File: config.mk
export PLATFORM = sky130hd
export DESIGN_NAME = stm_monitor
export DESIGN_NICKNAME = d
export VERILOG_FILES = /design/src/common/stm_pkg.sv /design/src/logic/stm_monitor.sv
export VERILOG_INCLUDE_DIRS = /design/src /design/src/common
export SDC_FILE = /design/constraint.sdc
export NUM_CORES = 1
export LEC_CHECK = 0
export BUFFER_PORTS_ARGS = -buffer_cell sky130_fd_sc_hd__buf_2
export CORE_MARGIN = 1.5
export CORE_UTILIZATION = 50
export DETAILED_ROUTE_END_ITERATION = 7
export HOLD_SLACK_MARGIN = 0.12
export PLACE_DENSITY = 0.79
export SLEW_MARGIN = 20
export SYNTH_ARGS = -nofsm -noshare
export SYNTH_HDL_FRONTEND = slang
export SYNTH_SLANG_ARGS = --single-unit
export TNS_END_PERCENT = 1
File: constraint.sdc
create_clock -name clk_sys -period 4 [get_ports clk_sys]
set_clock_uncertainty 0.15 [all_clocks]
set_input_delay 0.2 -clock clk_sys [delete_from_list [all_inputs] [get_ports clk_sys]]
set_output_delay 0.2 -clock clk_sys [all_outputs]
set_load 0.01 [all_outputs]
File: src/common/stm_regs.svh
// Register offsets, field positions, reset values and timing figures of the
// SMBus timeout monitor. Assumes byte offsets on a plain 8-bit register port.
`ifndef STM_REGS_SVH
`define STM_REGS_SVH

// ----------------------------------------------------------------------------
// Register map
// ----------------------------------------------------------------------------
`define STM_ADDR_W          8
`define STM_DATA_W          8
`define STM_MASTER_BASE     8'h01
`define STM_SLAVE_BASE      8'h08
`define STM_TIMEOUT_BASE    8'h0E
`define STM_OFS_CTRL        8'h01
`define STM_OFS_MADDR       8'h05
`define STM_OFS_FLAGS       8'h00
`define STM_OFS_DUR         8'h01
`define STM_RESET_VAL       8'h00
`define STM_SCTRL_MASK      8'h97
`define STM_FLAGS_MASK      8'h17

// ----------------------------------------------------------------------------
// Field positions
// ----------------------------------------------------------------------------
`define STM_CB_IRQEN        7
`define STM_CB_MEXTEN       6
`define STM_CB_SEXTEN       5
`define STM_CB_TOUTEN       4
`define STM_FLG_SLOW        4
`define STM_FLG_MEXT        2
`define STM_FLG_SEXT        1
`define STM_FLG_MLOW        0
`define STM_CF_SSEL_HI      7
`define STM_CF_SSEL_LO      5
`define STM_CF_XSEL_HI      4
`define STM_CF_XSEL_LO      3
`define STM_CF_MSEL_HI      2
`define STM_CF_MSEL_LO      0

// ----------------------------------------------------------------------------
// Timing
// ----------------------------------------------------------------------------
`define STM_CLK_KHZ         200000
`define STM_MS_PER_MS       1
`define STM_PRE_W           18
`define STM_MS_W            5
`define STM_MS_MAX          5'h1F
`define STM_TO_MS_0         5'h19
`define STM_TO_MS_1         5'h18
`define STM_TO_MS_2         5'h17
`define STM_TO_MS_3         5'h16
`define STM_TO_MS_4         5'h1A
`define STM_TO_MS_5         5'h1B
`define STM_TO_MS_6         5'h1C
`define STM_TO_MS_7         5'h1D
`define STM_SEXT_MS_0       5'h19
`define STM_SEXT_MS_1       5'h18
`define STM_SEXT_MS_2       5'h1A
`define STM_SEXT_MS_3       5'h1B
`define STM_MEXT_MS_0       5'h0A
`define STM_MEXT_MS_1       5'h09
`define STM_MEXT_MS_2       5'h0B
`define STM_MEXT_MS_3       5'h0C

`endif

File: src/common/stm_pkg.sv
// Types of the SMBus timeout monitor.
// Assumes stm_regs.svh is on the include path.
`include "stm_regs.svh"

package stm_pkg;

  typedef logic [`STM_MS_W-1:0] stm_ms_t;

  // One millisecond counter: cycle prescaler and whole milliseconds.
  typedef struct packed {
    logic [`STM_PRE_W-1:0] pre;
    stm_ms_t               ms;
  } stm_cnt_t;

  // Status handed to the protocol engine.
  typedef struct packed {
    logic slave_release;
    logic master_stop;
    logic slave_irq;
    logic master_irq;
  } stm_out_t;

  // Whole state of the monitor.
  typedef struct packed {
    logic [1:0]            scl_sync;
    logic [1:0]            sda_sync;
    logic                  scl_prev;
    logic                  sda_prev;
    logic [7:0]            master_ctrl;
    logic [7:0]            slave_ctrl;
    logic [7:0]            flags;
    logic [7:0]            dur_sel;
    stm_cnt_t              low_cnt;
    stm_cnt_t              sext_cnt;
    stm_cnt_t              mext_cnt;
    logic                  slow_fired;
    logic                  mlow_fired;
    logic                  sext_fired;
    logic                  mext_fired;
    logic                  stop_pending;
    logic [7:0]            rdata;
    stm_out_t              out;
  } stm_state_t;

endpackage : stm_pkg

File: src/logic/stm_monitor.sv
// SMBus layer-1 timeout monitor: clock-low and cumulative extension timers,
// sticky flags, duration selects and timeout interrupts.
// Assumes a protocol engine beside it that reports stretching, acks and
// arbitration, and acts on the release and stop pulses it emits.
//
// The implementer's own choice: the plain strobed port.
`timescale 1ns/100ps
`default_nettype none
`include "stm_regs.svh"

// Functional notes
// - Slave irq needs slave flag, enable, global enable and nonzero level.
// - With slave clock-low enable set, flag slave clock-low timeout when detected.
// - After slave clock-low timeout release both lines, await a fresh start.
// - Writing one clears the slave clock-low flag; zero leaves it.
// - Master stretch flag set on timeout; cleared by write one or address write.
// - Slave stretch flag set on timeout; cleared by write one or address write.
// - Master clock-low flag set on timeout; cleared by write one or address write.
// - Slave clock-low select: 25,24,23,22,26,27,28,29 ms.
// - Master clock-low select uses the same encoding.
// - Extension select: 25/10, 24/9, 26/11, 27/12 ms slave/master.
// - Master group at 0x01, slave group at 0x08, timeout group at 0x0E.
// - Master clock-low timeout issues a stop.
// - Arbitration loss disables the master timeout counters.
// - Extension timeout stops at once if owning data, else at byte end.
module stm_monitor
  import stm_pkg::*;
#(
  parameter int MS_CYCLES = `STM_CLK_KHZ * `STM_MS_PER_MS
)(
  input  wire logic                   clk_sys,
  input  wire logic                   rst,
  input  wire logic [`STM_ADDR_W-1:0] reg_addr,
  input  wire logic [`STM_DATA_W-1:0] reg_wdata,
  input  wire logic                   reg_wr,
  input  wire logic                   reg_rd,
  output logic      [`STM_DATA_W-1:0] reg_rdata,
  input  wire logic                   scl_in,
  input  wire logic                   sda_in,
  input  wire logic                   master_active,
  input  wire logic                   arb_lost,
  input  wire logic                   master_owns_sda,
  input  wire logic                   byte_end,
  input  wire logic                   ack_seen,
  input  wire logic                   slave_ext_active,
  input  wire logic                   master_ext_active,
  input  wire logic                   global_irq_enable,
  input  wire logic [1:0]             slave_irq_level,
  input  wire logic [1:0]             master_irq_level,
  output logic                        slave_release,
  output logic                        master_stop,
  output logic                        slave_irq,
  output logic                        master_irq
);

  // --------------------------------------------------------------------------
  // Elaboration checks
  // --------------------------------------------------------------------------
  if (MS_CYCLES < 1 || MS_CYCLES >= (1 << `STM_PRE_W))
  begin : g_bad_ms
    $error("MS_CYCLES does not fit the prescaler.");
  end

  localparam logic [`STM_PRE_W-1:0] PRE_LAST = `STM_PRE_W'(MS_CYCLES - 1);

  // --------------------------------------------------------------------------
  // Helpers
  // --------------------------------------------------------------------------
  function automatic stm_cnt_t count_ms(input stm_cnt_t c);
    stm_cnt_t n;
    n = c;
    if (c.pre == PRE_LAST)
    begin
      n.pre = '0;
      if (c.ms != `STM_MS_MAX)
      begin
        n.ms = c.ms + `STM_MS_W'(1);
      end
    end
    else
    begin
      n.pre = c.pre + `STM_PRE_W'(1);
    end
    return n;
  endfunction : count_ms

  function automatic stm_ms_t low_limit(input logic [2:0] sel);
    stm_ms_t v;
    case (sel)
      3'h0:    v = `STM_TO_MS_0;
      3'h1:    v = `STM_TO_MS_1;
      3'h2:    v = `STM_TO_MS_2;
      3'h3:    v = `STM_TO_MS_3;
      3'h4:    v = `STM_TO_MS_4;
      3'h5:    v = `STM_TO_MS_5;
      3'h6:    v = `STM_TO_MS_6;
      default: v = `STM_TO_MS_7;
    endcase
    return v;
  endfunction : low_limit

  // --------------------------------------------------------------------------
  // State
  // --------------------------------------------------------------------------
  stm_state_t st;
  stm_state_t next_st;

  logic       scl;
  logic       sda;
  logic       scl_rise;
  logic       start_cond;
  logic       stop_cond;
  logic       wr_mctrl;
  logic       wr_sctrl;
  logic       wr_maddr;
  logic       wr_flags;
  logic       wr_conf;
  logic       master_run;
  logic       slow_hit;
  logic       mlow_hit;
  logic       sext_hit;
  logic       mext_hit;
  stm_ms_t    slow_lim;
  stm_ms_t    mlow_lim;
  stm_ms_t    sext_lim;
  stm_ms_t    mext_lim;
  logic [7:0] set_mask;
  logic [7:0] clr_mask;
  logic [7:0] rd_val;

  always_comb
  begin
    next_st = st;

    // ------------------------------------------------------------------------
    // Bus line sampling and start/stop detection
    // ------------------------------------------------------------------------
    next_st.scl_sync = {st.scl_sync[0], scl_in};
    next_st.sda_sync = {st.sda_sync[0], sda_in};
    scl = st.scl_sync[1];
    sda = st.sda_sync[1];
    next_st.scl_prev = scl;
    next_st.sda_prev = sda;
    scl_rise   = scl & ~st.scl_prev;
    start_cond = scl & st.scl_prev & st.sda_prev & ~sda;
    stop_cond  = scl & st.scl_prev & ~st.sda_prev & sda;

    // ------------------------------------------------------------------------
    // Register decode
    // ------------------------------------------------------------------------
    wr_mctrl = reg_wr && reg_addr == (`STM_MASTER_BASE + `STM_OFS_CTRL);
    wr_maddr = reg_wr && reg_addr == (`STM_MASTER_BASE + `STM_OFS_MADDR);
    wr_sctrl = reg_wr && reg_addr == (`STM_SLAVE_BASE + `STM_OFS_CTRL);
    wr_flags = reg_wr && reg_addr == (`STM_TIMEOUT_BASE + `STM_OFS_FLAGS);
    wr_conf  = reg_wr && reg_addr == (`STM_TIMEOUT_BASE + `STM_OFS_DUR);

    if (wr_mctrl)
    begin
      next_st.master_ctrl = reg_wdata;
    end
    if (wr_sctrl)
    begin
      next_st.slave_ctrl = reg_wdata & `STM_SCTRL_MASK;
    end
    if (wr_conf)
    begin
      next_st.dur_sel = reg_wdata;
    end

    // ------------------------------------------------------------------------
    // Duration selects
    // ------------------------------------------------------------------------
    slow_lim = low_limit(st.dur_sel[`STM_CF_SSEL_HI:`STM_CF_SSEL_LO]);
    mlow_lim = low_limit(st.dur_sel[`STM_CF_MSEL_HI:`STM_CF_MSEL_LO]);
    case (st.dur_sel[`STM_CF_XSEL_HI:`STM_CF_XSEL_LO])
      2'h0:
      begin
        sext_lim = `STM_SEXT_MS_0;
        mext_lim = `STM_MEXT_MS_0;
      end
      2'h1:
      begin
        sext_lim = `STM_SEXT_MS_1;
        mext_lim = `STM_MEXT_MS_1;
      end
      2'h2:
      begin
        sext_lim = `STM_SEXT_MS_2;
        mext_lim = `STM_MEXT_MS_2;
      end
      default:
      begin
        sext_lim = `STM_SEXT_MS_3;
        mext_lim = `STM_MEXT_MS_3;
      end
    endcase

    // ------------------------------------------------------------------------
    // Timers
    // ------------------------------------------------------------------------
    master_run = master_active & ~arb_lost;

    if (scl || scl_rise)
    begin
      next_st.low_cnt    = '0;
      next_st.slow_fired = 1'b0;
      next_st.mlow_fired = 1'b0;
    end
    else
    begin
      next_st.low_cnt = count_ms(st.low_cnt);
    end

    if (start_cond || stop_cond || !master_run)
    begin
      next_st.sext_cnt   = '0;
      next_st.sext_fired = 1'b0;
    end
    else if (slave_ext_active)
    begin
      next_st.sext_cnt = count_ms(st.sext_cnt);
    end

    if (start_cond || stop_cond || ack_seen || !master_run)
    begin
      next_st.mext_cnt   = '0;
      next_st.mext_fired = 1'b0;
    end
    else if (master_ext_active)
    begin
      next_st.mext_cnt = count_ms(st.mext_cnt);
    end

    slow_hit = st.slave_ctrl[`STM_CB_TOUTEN] && !scl && !st.slow_fired
               && st.low_cnt.ms >= slow_lim;
    mlow_hit = st.master_ctrl[`STM_CB_TOUTEN] && master_run && !scl && !st.mlow_fired
               && st.low_cnt.ms >= mlow_lim;
    sext_hit = st.master_ctrl[`STM_CB_SEXTEN] && master_run && !st.sext_fired
               && st.sext_cnt.ms >= sext_lim;
    mext_hit = st.master_ctrl[`STM_CB_MEXTEN] && master_run && !st.mext_fired
               && st.mext_cnt.ms >= mext_lim;
    if (slow_hit)
    begin
      next_st.slow_fired = 1'b1;
    end
    if (mlow_hit)
    begin
      next_st.mlow_fired = 1'b1;
    end
    if (sext_hit)
    begin
      next_st.sext_fired = 1'b1;
    end
    if (mext_hit)
    begin
      next_st.mext_fired = 1'b1;
    end

    // ------------------------------------------------------------------------
    // Sticky flags: a set in the same cycle as a clear wins
    // ------------------------------------------------------------------------
    set_mask = '0;
    set_mask[`STM_FLG_SLOW] = slow_hit;
    set_mask[`STM_FLG_MLOW] = mlow_hit;
    set_mask[`STM_FLG_SEXT] = sext_hit;
    set_mask[`STM_FLG_MEXT] = mext_hit;
    clr_mask = '0;
    if (wr_flags)
    begin
      clr_mask = reg_wdata & `STM_FLAGS_MASK;
    end
    if (wr_maddr)
    begin
      clr_mask[`STM_FLG_MLOW] = 1'b1;
      clr_mask[`STM_FLG_SEXT] = 1'b1;
      clr_mask[`STM_FLG_MEXT] = 1'b1;
    end
    next_st.flags = ((st.flags & ~clr_mask) | set_mask) & `STM_FLAGS_MASK;

    // ------------------------------------------------------------------------
    // Actions toward the protocol engine
    // ------------------------------------------------------------------------
    next_st.out.slave_release = slow_hit;
    next_st.out.master_stop   = mlow_hit;
    if (sext_hit || mext_hit)
    begin
      if (master_owns_sda)
      begin
        next_st.out.master_stop = 1'b1;
      end
      else
      begin
        next_st.stop_pending = 1'b1;
      end
    end
    if (st.stop_pending && (byte_end || !master_run))
    begin
      next_st.stop_pending    = 1'b0;
      next_st.out.master_stop = master_run;
    end

    next_st.out.slave_irq = next_st.flags[`STM_FLG_SLOW] && next_st.slave_ctrl[`STM_CB_IRQEN]
                            && global_irq_enable && slave_irq_level != 2'h0;
    next_st.out.master_irq = (next_st.flags[`STM_FLG_MLOW] || next_st.flags[`STM_FLG_SEXT]
                              || next_st.flags[`STM_FLG_MEXT])
                             && next_st.master_ctrl[`STM_CB_IRQEN]
                             && global_irq_enable && master_irq_level != 2'h0;

    // ------------------------------------------------------------------------
    // Read data, valid only in the cycle after the strobe
    // ------------------------------------------------------------------------
    rd_val = '0;
    case (reg_addr)
      `STM_MASTER_BASE + `STM_OFS_CTRL:     rd_val = st.master_ctrl;
      `STM_SLAVE_BASE + `STM_OFS_CTRL:      rd_val = st.slave_ctrl;
      `STM_TIMEOUT_BASE + `STM_OFS_FLAGS:   rd_val = st.flags;
      `STM_TIMEOUT_BASE + `STM_OFS_DUR:     rd_val = st.dur_sel;
      default:                              rd_val = '0;
    endcase
    next_st.rdata = reg_rd ? rd_val : '0;
  end

  always_ff @(posedge clk_sys or posedge rst)
  begin
    if (rst)
    begin
      st <= '0;
    end
    else
    begin
      st <= next_st;
    end
  end

  assign reg_rdata     = st.rdata;
  assign slave_release = st.out.slave_release;
  assign master_stop   = st.out.master_stop;
  assign slave_irq     = st.out.slave_irq;
  assign master_irq    = st.out.master_irq;

endmodule : stm_monitor

`default_nettype wire

==> impl_metrics.py, run 1 <==
metrics = {
    "sta": {
        "final.setup.worst_slack_ps": 1060,
        "tns_ps": 0,
        "drv_slew": 0,
        "setup_viol": 0,
        "hold_viol": 0,
        "relSlewSlack_pct": 37.3,
        "fin_crit_sh_pct": 73.4,
        "tightestPinTransition_ps": 941,
        "max_freq_mhz": 340,
        "rsz0062_at_grt": "false",
        "fin_crit_ps": 2940,
    },
    "placement": {
        "pre_cts_ws_ps": 1460,
        "gp_congestion": 0.837,
        "io_buffers": 45,
        "dpl.hpwl_mm": 8.95,
    },
    "synth": {
        "yosys-top-cells-area": "dfrtp_1 48%, ha_1 5.3%, nor2_1 3.9%, mux2_2 3.7%, xor2_1 3.6%",
        "synth_adder_area_share_pct": 5.33,
        "synthFlopType": "dfrtp_1",
        "synth_edf_count": 0,
        "synthMuxAreaShare_pct": 4.18,
        "syn_avg_cell_area_um2": 10.1,
        "synthArstFlopShare_pct": 100,
        "synth-xor-area-share_pct": 5.59,
        "synth.distinct_cells": 66,
        "yosys_warnings": 0,
        "synth_nets": 663,
        "synth_simple_gate_area_share_pct": 21.8,
        "synth_top_family_by_area": "simple AND/OR/NAND/NOR gates",
        "netlist_area_um2": 6110,
        "synthCells": 603,
        "ys_seq_elements": 117,
        "synth_compound_area_share_pct": 11.2,
        "synth_top_area_share_pct": 47.9,
        "yosysSeqAreaShare_pct": 47.9,
        "synth_top_cell_by_area": "dfrtp_1",
    },
    "critical_path": {
        "arrival_ps": 3100,
        "start_kind": "register",
        "cp-end-kind": "register",
        "crit_path_max_fanout": 5,
        "path_class": "reg -> reg",
        "required_ps": 4160,
    },
    "clock_tree": {
        "cts_setup_buffers": 0,
        "cts_tree": "done",
        "cts-htree-levels": 4,
        "clock-root-buffer": "clkbuf_16",
        "worstSkewPairLatency_ps": 430,
        "cts-root-to-sink-buffers": 2,
        "cts_made_buffers": 17,
        "clk_pin_slew_ps": 50,
        "clock-sinks": 117,
    },
    "final_layout": {
        "num-fill-cells": 951,
        "antenna_cells": 0,
        "syn_to_final_growth_pct": 19.7,
        "drive_above_1_share_pct": 15.8,
        "final_common_cell": "dfrtp_1",
        "nNetsFinal": 741,
        "mostFrequentLayoutCells": "117 x dfrtp_1, 64 x nor2_1, 45 x buf_2",
    },
    "global_route": {
        "antenna_found_initial": 0,
        "overflow": 0,
        "grt_pass1_wl_mm": 22.4,
        "grt_max_degree": 78,
        "grt_usage_pct": 22.2,
        "grt_pass1_vias": 4917,
    },
    "pwr": {
        "power_density_nw_per_um2": 385,
        "finalPower_mw": 2.82,
        "p_leak_nw": 3.29,
        "peakVddDrop_mv": 0.337,
    },
    "floorplanning": {
        "dieArea_um2": 12900,
        "core_area_um2": 12000,
        "start_util_pct": 51.1,
        "die_h_um": 114,
        "fp.dieW_um": 114,
        "num_rows": 40,
        "io_pins": 46,
    },
    "drt": {
        "via_count": 4858,
        "drt-total-wl_mm": 13.4,
        "routedWlPerCell_um": 15.9,
        "dr.pass1.iters": 5,
        "drc": 0,
        "drtIter0Drc": 424,
        "ant_nets": 0,
        "via_per_inst": 5.79,
    },
    "status": {
        "status": "finished clean",
    },
    "job": {
        "cap_violations": 0,
    },
    "min_path": {
        "min_path_type": "in -> reg",
    },
}
stage by stage:
step	cells	instance area [um^2]	util (%)	hold WS (ps)
final	839	7310	61.1	134
after global placement	778	6440	53.9	163
after global routing	839	7310	61.1	172
after floorplan	603	6110	-	81.4
after CTS	839	7310	61.1	141
after detailed placement	778	6440	53.9	163
path summary, 6_finish.rpt:
check                                  startpoint                      to  slack, ps  cells after the start
setup / recovery               st[93]$_DFFE_PP0P_     slave_irq$_DFF_PP0_       1060                      8
hold / removal                           arb_lost        st[95]$_DFF_PP0_        130                      4
setup reg to reg               st[93]$_DFFE_PP0P_     slave_irq$_DFF_PP0_       1060                      8
hold reg to reg            next_st[121]$_DFF_PP0_  next_st[118]$_DFF_PP0_        190                      0
max in group asynchronous                     rst      st[59]$_DFFE_PP0P_       2480                      4
min in group asynchronous                     rst  next_st[123]$_DFF_PP0_        380                      3
kinds of logic after synthesis:
logic type               Yosys count
XOR/XNOR                          39
AO/OA/AOI/OAI                    100
adder cells (fa/ha/maj)           26
buffers and inverters             53
multiplexers                      23
AND/OR/NAND/NOR                  245
flip-flops                       117
cells in the mapped netlist, types with 4 or more instances:
cell type	number
nand2b_1	9
xnor2_1	14
mux2_2	20
or3_1	4
inv_1	31
buf_2	4
o31ai_1	8
o21ai_0	21
nor2b_1	9
and3_1	8
nand2_1	44
clkbuf_1	9
buf_4	8
nand4_1	20
dfrtp_1	117
a222oi_1	5
nand3_1	31
xor2_1	25
ha_1	26
or4_1	10
o21ai_1	5
a21o_1	7
nor2_1	64
a22o_1	5
nor4_1	10
a21oi_1	19
and4_1	8
power by group:
group          internal [mW]  switching (mW)  total [mW]
clock                  0.923           0.509        1.43
sequential              1.20          0.0179        1.22
combinational         0.0698          0.0927       0.162
total                   2.20           0.619        2.82
layer usage:
layer  global-route usage [%]  share of wire [%]  vias to the layer above
met5                        0                  0                        -
met4                     8.17                1.9                        0
met3                     7.17                4.8                       25
met2                     37.1                 49                      129
met1                     26.9                 44                     2369
li1                         -                  -                     2335
layout make-up:
cell class	count	area (um^2)	share of cell area [%]
Clock buffer	26	509	6.97
Clock inverter	4	45.0	0.616
Inverter	31	119	1.63
Multi-Input combinational cell	433	2950	40.4
Sequential cell	117	2930	40.1
Tap cell	147	184	2.52
Timing Repair Buffer	81	573	7.84
state kept, by name (all words and copies together) (netlist names):
name	flops
next_st	4
st	101
slave_release	1
slave_irq	1
master_irq	1
reg_rdata	8
master_stop	1
critical path: stages (launching register included):
cell	delay, ps
dfrtp_1	460
xnor2_1	200
ha_1	240
nand2b_1	140
a21oi_1	150
nor2b_1	60
o31ai_1	600
a221oi_1	200
dlygate4sd3_1	610
timing repair:
item,4_1_cts,5_1_grt
gates resized for setup,0,0
hold endpoints to repair,123,0
hold buffers,31,0
Power figures use the tool's default switching activity.
==> inputs of run 2 (changes only) <==
==> constraint.sdc (replaced) <==
create_clock -name clk_sys -period 2.8 [get_ports clk_sys]
set_clock_uncertainty 0.15 [all_clocks]
set_input_delay 0.14 -clock clk_sys [delete_from_list [all_inputs] [get_ports clk_sys]]
set_output_delay 0.14 -clock clk_sys [all_outputs]
set_load 0.01 [all_outputs]
==> run 2 against run 1 <==
  * Total power is 45% higher
  * Final area is 1.2% higher
  * Utilization grew 0.76 points
  * Critical path depth is 2 higher
  * Non-clock buffer count increased by 6
  * Worst setup slack lost 910 ps
  * Die area did not move
  * Sequential share of layout area fell by 0.46 points
==> impl_metrics.py, run 2 (synthesis results as in run 1) <==
metrics = {
    "job": {
        "cap_violations": 0,
    },
    "critical_path": {
        "crit_path_max_fanout": 4,
        "r2r_slack_ps": 160,
        "cp-end-kind": "register",
        "arrival_ps": 2790,
        "r2r-start": "st[89]$_DFFE_PP0P_",
        "path_class": "reg -> reg",
        "start_kind": "register",
        "r2r_end": "st[12]$_DFFE_PP0P_",
        "reg2regPathDepth": 10,
        "required_ps": 2950,
    },
    "sta": {
        "hold_viol": 0,
        "timing.hold.ws_ps": 112,
        "drv_slew": 0,
        "tns_ps": 0,
        "setup_viol": 0,
        "relSlewSlack_pct": 36.9,
        "fin_crit_ps": 2640,
        "fin_crit_sh_pct": 94.4,
        "max_freq_mhz": 378,
        "tightestPinTransition_ps": 944,
        "rsz0062_at_grt": "false",
    },
    "status": {
        "status": "finished clean",
    },
    "drt": {
        "routedWlPerCell_um": 16.2,
        "drt-total-wl_mm": 13.7,
        "dr.pass1.iters": 5,
        "via_per_inst": 5.85,
        "ant_nets": 0,
        "drtIter0Drc": 465,
        "drc": 0,
        "drt-met1-wl_mm": 5.89,
        "via_count": 4952,
        "maxUsedRoutingLayer": "met4",
        "dr_wl_met2_mm": 7.02,
        "wl_met3_um": 536,
    },
    "floorplanning": {
        "start_util_pct": 51.1,
        "io_pins": 46,
        "fp.dieW_um": 114,
        "die_h_um": 114,
        "dieArea_um2": 12900,
        "core_area_um2": 12000,
        "num_rows": 40,
    },
    "clock_tree": {
        "cts_made_buffers": 17,
        "clock-root-buffer": "clkbuf_16",
        "cts_tree": "done",
        "cts-root-to-sink-buffers": 2,
        "clock-sinks": 117,
        "worstSkewPairLatency_ps": 420,
        "cts_setup_buffers": 0,
        "cts-htree-levels": 4,
        "clk_pin_slew_ps": 50,
    },
    "min_path": {
        "worstHoldEndpoint": "master_stop$_DFF_PP0_",
        "hold_start": "master_active",
        "holdPathStages": 3,
        "min_path_type": "in -> reg",
    },
    "final_layout": {
        "drive_above_1_share_pct": 17.7,
        "multi_input_comb_area_um2": 2960,
        "fin_area_um2": 7400,
        "fin_util_pct": 61.9,
        "largest_register_ffs": 101,
        "antenna_cells": 0,
        "nNetsFinal": 747,
        "mostFrequentLayoutCells": "115 x dfrtp_1, 64 x nor2_1, 45 x buf_2",
        "regArea_um2": 2930,
        "registers.top_by_ff_count": "st",
        "post_layout_nonfiller_instances": 846,
        "num-fill-cells": 908,
        "final_common_cell": "dfrtp_1",
        "syn_to_final_growth_pct": 21.2,
    },
    "placement": {
        "placed_cells": 786,
        "gp_congestion": 0.846,
        "place_area_um2": 6530,
        "dpl.hpwl_mm": 9.21,
        "io_buffers": 45,
    },
    "global_route": {
        "grt_usage_pct": 22.6,
        "grt_pass1_vias": 5004,
        "antenna_found_initial": 0,
        "grt_pass1_wl_mm": 23.2,
        "grt_max_degree": 45,
        "overflow": 0,
    },
    "pwr": {
        "power_density_nw_per_um2": 550,
        "peakVddDrop_mv": 0.423,
        "p_leak_nw": 3.32,
    },
}
-- run 2: repair_timing --
action	4_1_cts	5_1_grt
endpoints found under the setup margin	0	2
hold buffers	29	0
endpoints found under the hold margin	92	0
gates resized for setup	0	4
-- run 2: worst max-delay path by stage --
stage / start / to / cells after the start
floorplan: st[34]$_DFFE_PP0P_ / st[22]$_DFFE_PP0P_ / 5
global placement: st[34]$_DFFE_PP0P_ / st[20]$_DFFE_PP0P_ / 5
detailed placement: st[34]$_DFFE_PP0P_ / st[20]$_DFFE_PP0P_ / 5
CTS: st[90]$_DFFE_PP0P_ / st[12]$_DFFE_PP0P_ / 10
global route: st[89]$_DFFE_PP0P_ / st[12]$_DFFE_PP0P_ / 10
finish: st[89]$_DFFE_PP0P_ / st[12]$_DFFE_PP0P_ / 10
-- run 2: through the flow --
step           worst slack (ps)  total power, mW
3_5_place_dp                351             1.98
3_3_place_gp                395             1.97
6_report                    156             4.07
5_1_grt                    26.4             4.21
4_1_cts                    72.7             4.10
2_1_floorplan               639             1.89
-- run 2: metal layers --
metal	up-vias	track usage, %
li1	2347	-
met1	2443	27.4
met2	136	39.1
met3	26	5.37
met4	0	8.83
met5	-	0
-- run 2: critical path, cell delays in order (launching register included) --
cell           delay (ps)
dfrtp_2               440
ha_1                  210
inv_1                  70
o21ai_0                90
ha_1                  190
a211o_1               280
a31oi_1               240
nor2_1                100
nor2_1                110
o31ai_1                70
dlygate4sd3_1         560
-- run 2: area by class of cell --
type,instances,area share (%)
clock buffer,21,6.22
inverter,31,1.62
multi-input combinational,433,40.0
clock inverter,10,1.44
sequential,117,39.6
tap,147,2.49
timing repair buffer,87,8.62
-- run 2: power breakdown --
| group | internal [mW] | switching (mW) |
|---|---|---|
| logic | 0.107 | 0.139 |
| clock network | 1.34 | 0.746 |
| registers | 1.72 | 0.0234 |
==> inputs of run 3 (changes only) <==
--- a/config.mk
+++ b/config.mk
@@ -6,7 +6,7 @@
 export SDC_FILE = /design/constraint.sdc
 export NUM_CORES = 1
 export LEC_CHECK = 0
-export BUFFER_PORTS_ARGS = -buffer_cell sky130_fd_sc_hd__buf_2
+export BUFFER_PORTS_ARGS = -buffer_cell sky130_fd_sc_hd__buf_4
 export CORE_MARGIN = 1.5
 export CORE_UTILIZATION = 50
 export DETAILED_ROUTE_END_ITERATION = 7
==> run 3 against run 2 <==
  * Register-to-register slack hardly changed
  * Fmax fell by 3.4%
  * Critical path depth unchanged
  * Combinational power up 11%
  * Total power fell by 2.6%
  * Sequential cell count unchanged
  * First-iteration DRC count down 27%
  * Critical path type is now in -> reg
  * Critical endpoint is now slave_irq$_DFF_PP0_
==> impl_metrics.py, run 3 (synthesis results as in run 1) <==
metrics = {
    "sta": {
        "drv_slew": 0,
        "rsz0062_at_grt": "false",
        "fin_crit_sh_pct": 97.7,
        "tightestPinTransition_ps": 907,
        "setup_viol": 0,
        "hold_viol": 0,
        "fin_crit_ps": 2740,
        "final.setup.worst_slack_ps": 63.3,
        "relSlewSlack_pct": 39.4,
        "tns_ps": 0,
        "max_freq_mhz": 365,
    },
    "final_layout": {
        "largest_register_ffs": 101,
        "mostFrequentLayoutCells": "117 x dfrtp_1, 64 x nor2_1, 59 x buf_4",
        "registers.top_by_ff_count": "st",
        "nNetsFinal": 756,
        "antenna_cells": 0,
        "num-fill-cells": 934,
        "post_layout_nonfiller_instances": 853,
        "drive_above_1_share_pct": 17.0,
        "multi_input_comb_area_um2": 2960,
        "fin_util_pct": 63.0,
        "regArea_um2": 2930,
        "final_common_cell": "dfrtp_1",
        "syn_to_final_growth_pct": 23.4,
    },
    "clock_tree": {
        "clock-root-buffer": "clkbuf_16",
        "clock-sinks": 117,
        "cts_tree": "done",
        "cts_made_buffers": 17,
        "cts-root-to-sink-buffers": 2,
        "cts-htree-levels": 4,
        "worstSkewPairLatency_ps": 420,
        "clk_pin_slew_ps": 50,
    },
    "placement": {
        "dpl.hpwl_mm": 9.41,
        "io_buffers": 45,
        "gp_congestion": 0.875,
        "placed_cells": 788,
        "pre_cts_ws_ps": 394,
    },
    "global_route": {
        "grt_max_degree": 39,
        "overflow": 0,
        "grt_pass1_vias": 5161,
        "grt_usage_pct": 23.5,
        "antenna_found_initial": 0,
        "grt_pass1_wl_mm": 23.8,
    },
    "drt": {
        "drt-total-wl_mm": 14.4,
        "dr.pass1.iters": 5,
        "drtIter0Drc": 340,
        "ant_nets": 0,
        "routedWlPerCell_um": 16.8,
        "via_count": 5056,
        "drc": 0,
        "via_per_inst": 5.93,
    },
    "critical_path": {
        "start_kind": "input pin",
        "cp.buffers_inverters": 5,
        "crit_path_max_fanout": 9,
        "required_ps": 3000,
        "crit_chain": "dlygate4sd3_1 -> buf_4 -> nand2_1 -> nor4_4 -> dlygate4sd3_1 -> buf_4 -> nand2_1 -> nand2_1 -> a221oi_1 -> dlygate4sd3_1",
        "path_class": "in -> reg",
        "arrival_ps": 2940,
        "critPathMaxStageDelay_ps": 580,
        "cp-end-kind": "register",
        "cpLargestDelayFamily": "buffers and inverters",
        "slowest_stage": "dlygate4sd3_1",
    },
    "pwr": {
        "peakVddDrop_mv": 0.560,
        "combPwrFrac_pct": 6.9,
        "p_int_mw": 3.08,
        "finalPower_mw": 3.97,
        "p_clk_share_pct": 49.2,
        "p_switching_mw": 0.883,
        "p_seq_share_pct": 43.9,
        "swShare_pct": 22.3,
        "power_density_nw_per_um2": 526,
        "p_leak_nw": 3.37,
    },
    "floorplanning": {
        "core_area_um2": 12000,
        "io_pins": 46,
        "start_util_pct": 51.1,
        "fp.dieW_um": 114,
        "num_rows": 40,
        "dieArea_um2": 12900,
        "die_h_um": 114,
    },
    "job": {
        "cap_violations": 0,
    },
    "status": {
        "status": "finished clean",
    },
    "min_path": {
        "min_path_type": "in -> reg",
    },
}
==> run 3: changes by cell type in the layout (fill, tap and decap cells not counted), sizes merged <==
cell         before  now
buf              58   60
bufinv            2    1
clkbuf           21   23
clkinv            7    5
clkinvlp          2    1
dlygate4sd3      29   36
==> run 3: through the flow <==
stage               hold slack (ps)  instance area [um^2]
floorplan                      21.4                  6110
global placement                100                  6650
detailed placement              101                  6650
CTS                             138                  7520
global route                    140                  7540
finish                          123                  7540
==> run 3: final timing paths <==
check                                       start                endpoint  slack, ps  cells past startpoint
min in group asynchronous                     rst      st[67]$_DFFE_PP0P_        330                      3
hold / removal                        reg_addr[6]        st[96]$_DFF_PP0_        120                      4
hold reg to reg            next_st[123]$_DFF_PP0_  next_st[119]$_DFF_PP0_        210                      0
max in group asynchronous                     rst     st[112]$_DFFE_PP0P_       1400                      4
setup reg to reg               st[93]$_DFFE_PP0P_     slave_irq$_DFF_PP0_        160                      8
setup / recovery                      reg_addr[3]     slave_irq$_DFF_PP0_         60                     10
==> run 3: final cells by class <==
cell class              count  area share, %
clock inverters             6          0.730
flip-flops and latches    117           38.8
clock buffers              23           6.21
inverters                  31           1.59
repair buffers             96           10.9
multi-input cells         433           39.3
well taps                 147           2.44
==> run 3: routing by layer <==
layer / vias up / part of all wire [%] / routed length [um] / GRT usage (%)
li1: 2367 / - / - / -
met1: 2517 / 41 / 5950 / 26.8
met2: 135 / 51 / 7350 / 41.0
met3: 37 / 4.0 / 569 / 5.63
met4: 0 / 3.3 / 477 / 12.8
met5: - / 0 / 0 / 0
==> run 3: power by group through the flow <==
stage	Clock, mW	Sequential, mW	Combinational (mW)
after floorplan	0	1.76	0.132
after global placement	0	1.77	0.220
after detailed placement	0	1.77	0.231
after CTS	1.97	1.74	0.270
after global routing	2.05	1.74	0.303
final	1.95	1.74	0.274
==> run 3: timing repair <==
item | in CTS | in global routing
gates resized for setup | 0 | 2
setup buffers | 0 | 0
endpoints found under the hold margin | 90 | 1
hold buffers | 35 | 1
setup endpoints to repair | 0 | 1
==> run 3: tightest hold or removal path, stage by stage <==
cell	delay, ps
buf_4	80
or4_4	160
o31ai_1	110
o21ai_0	130
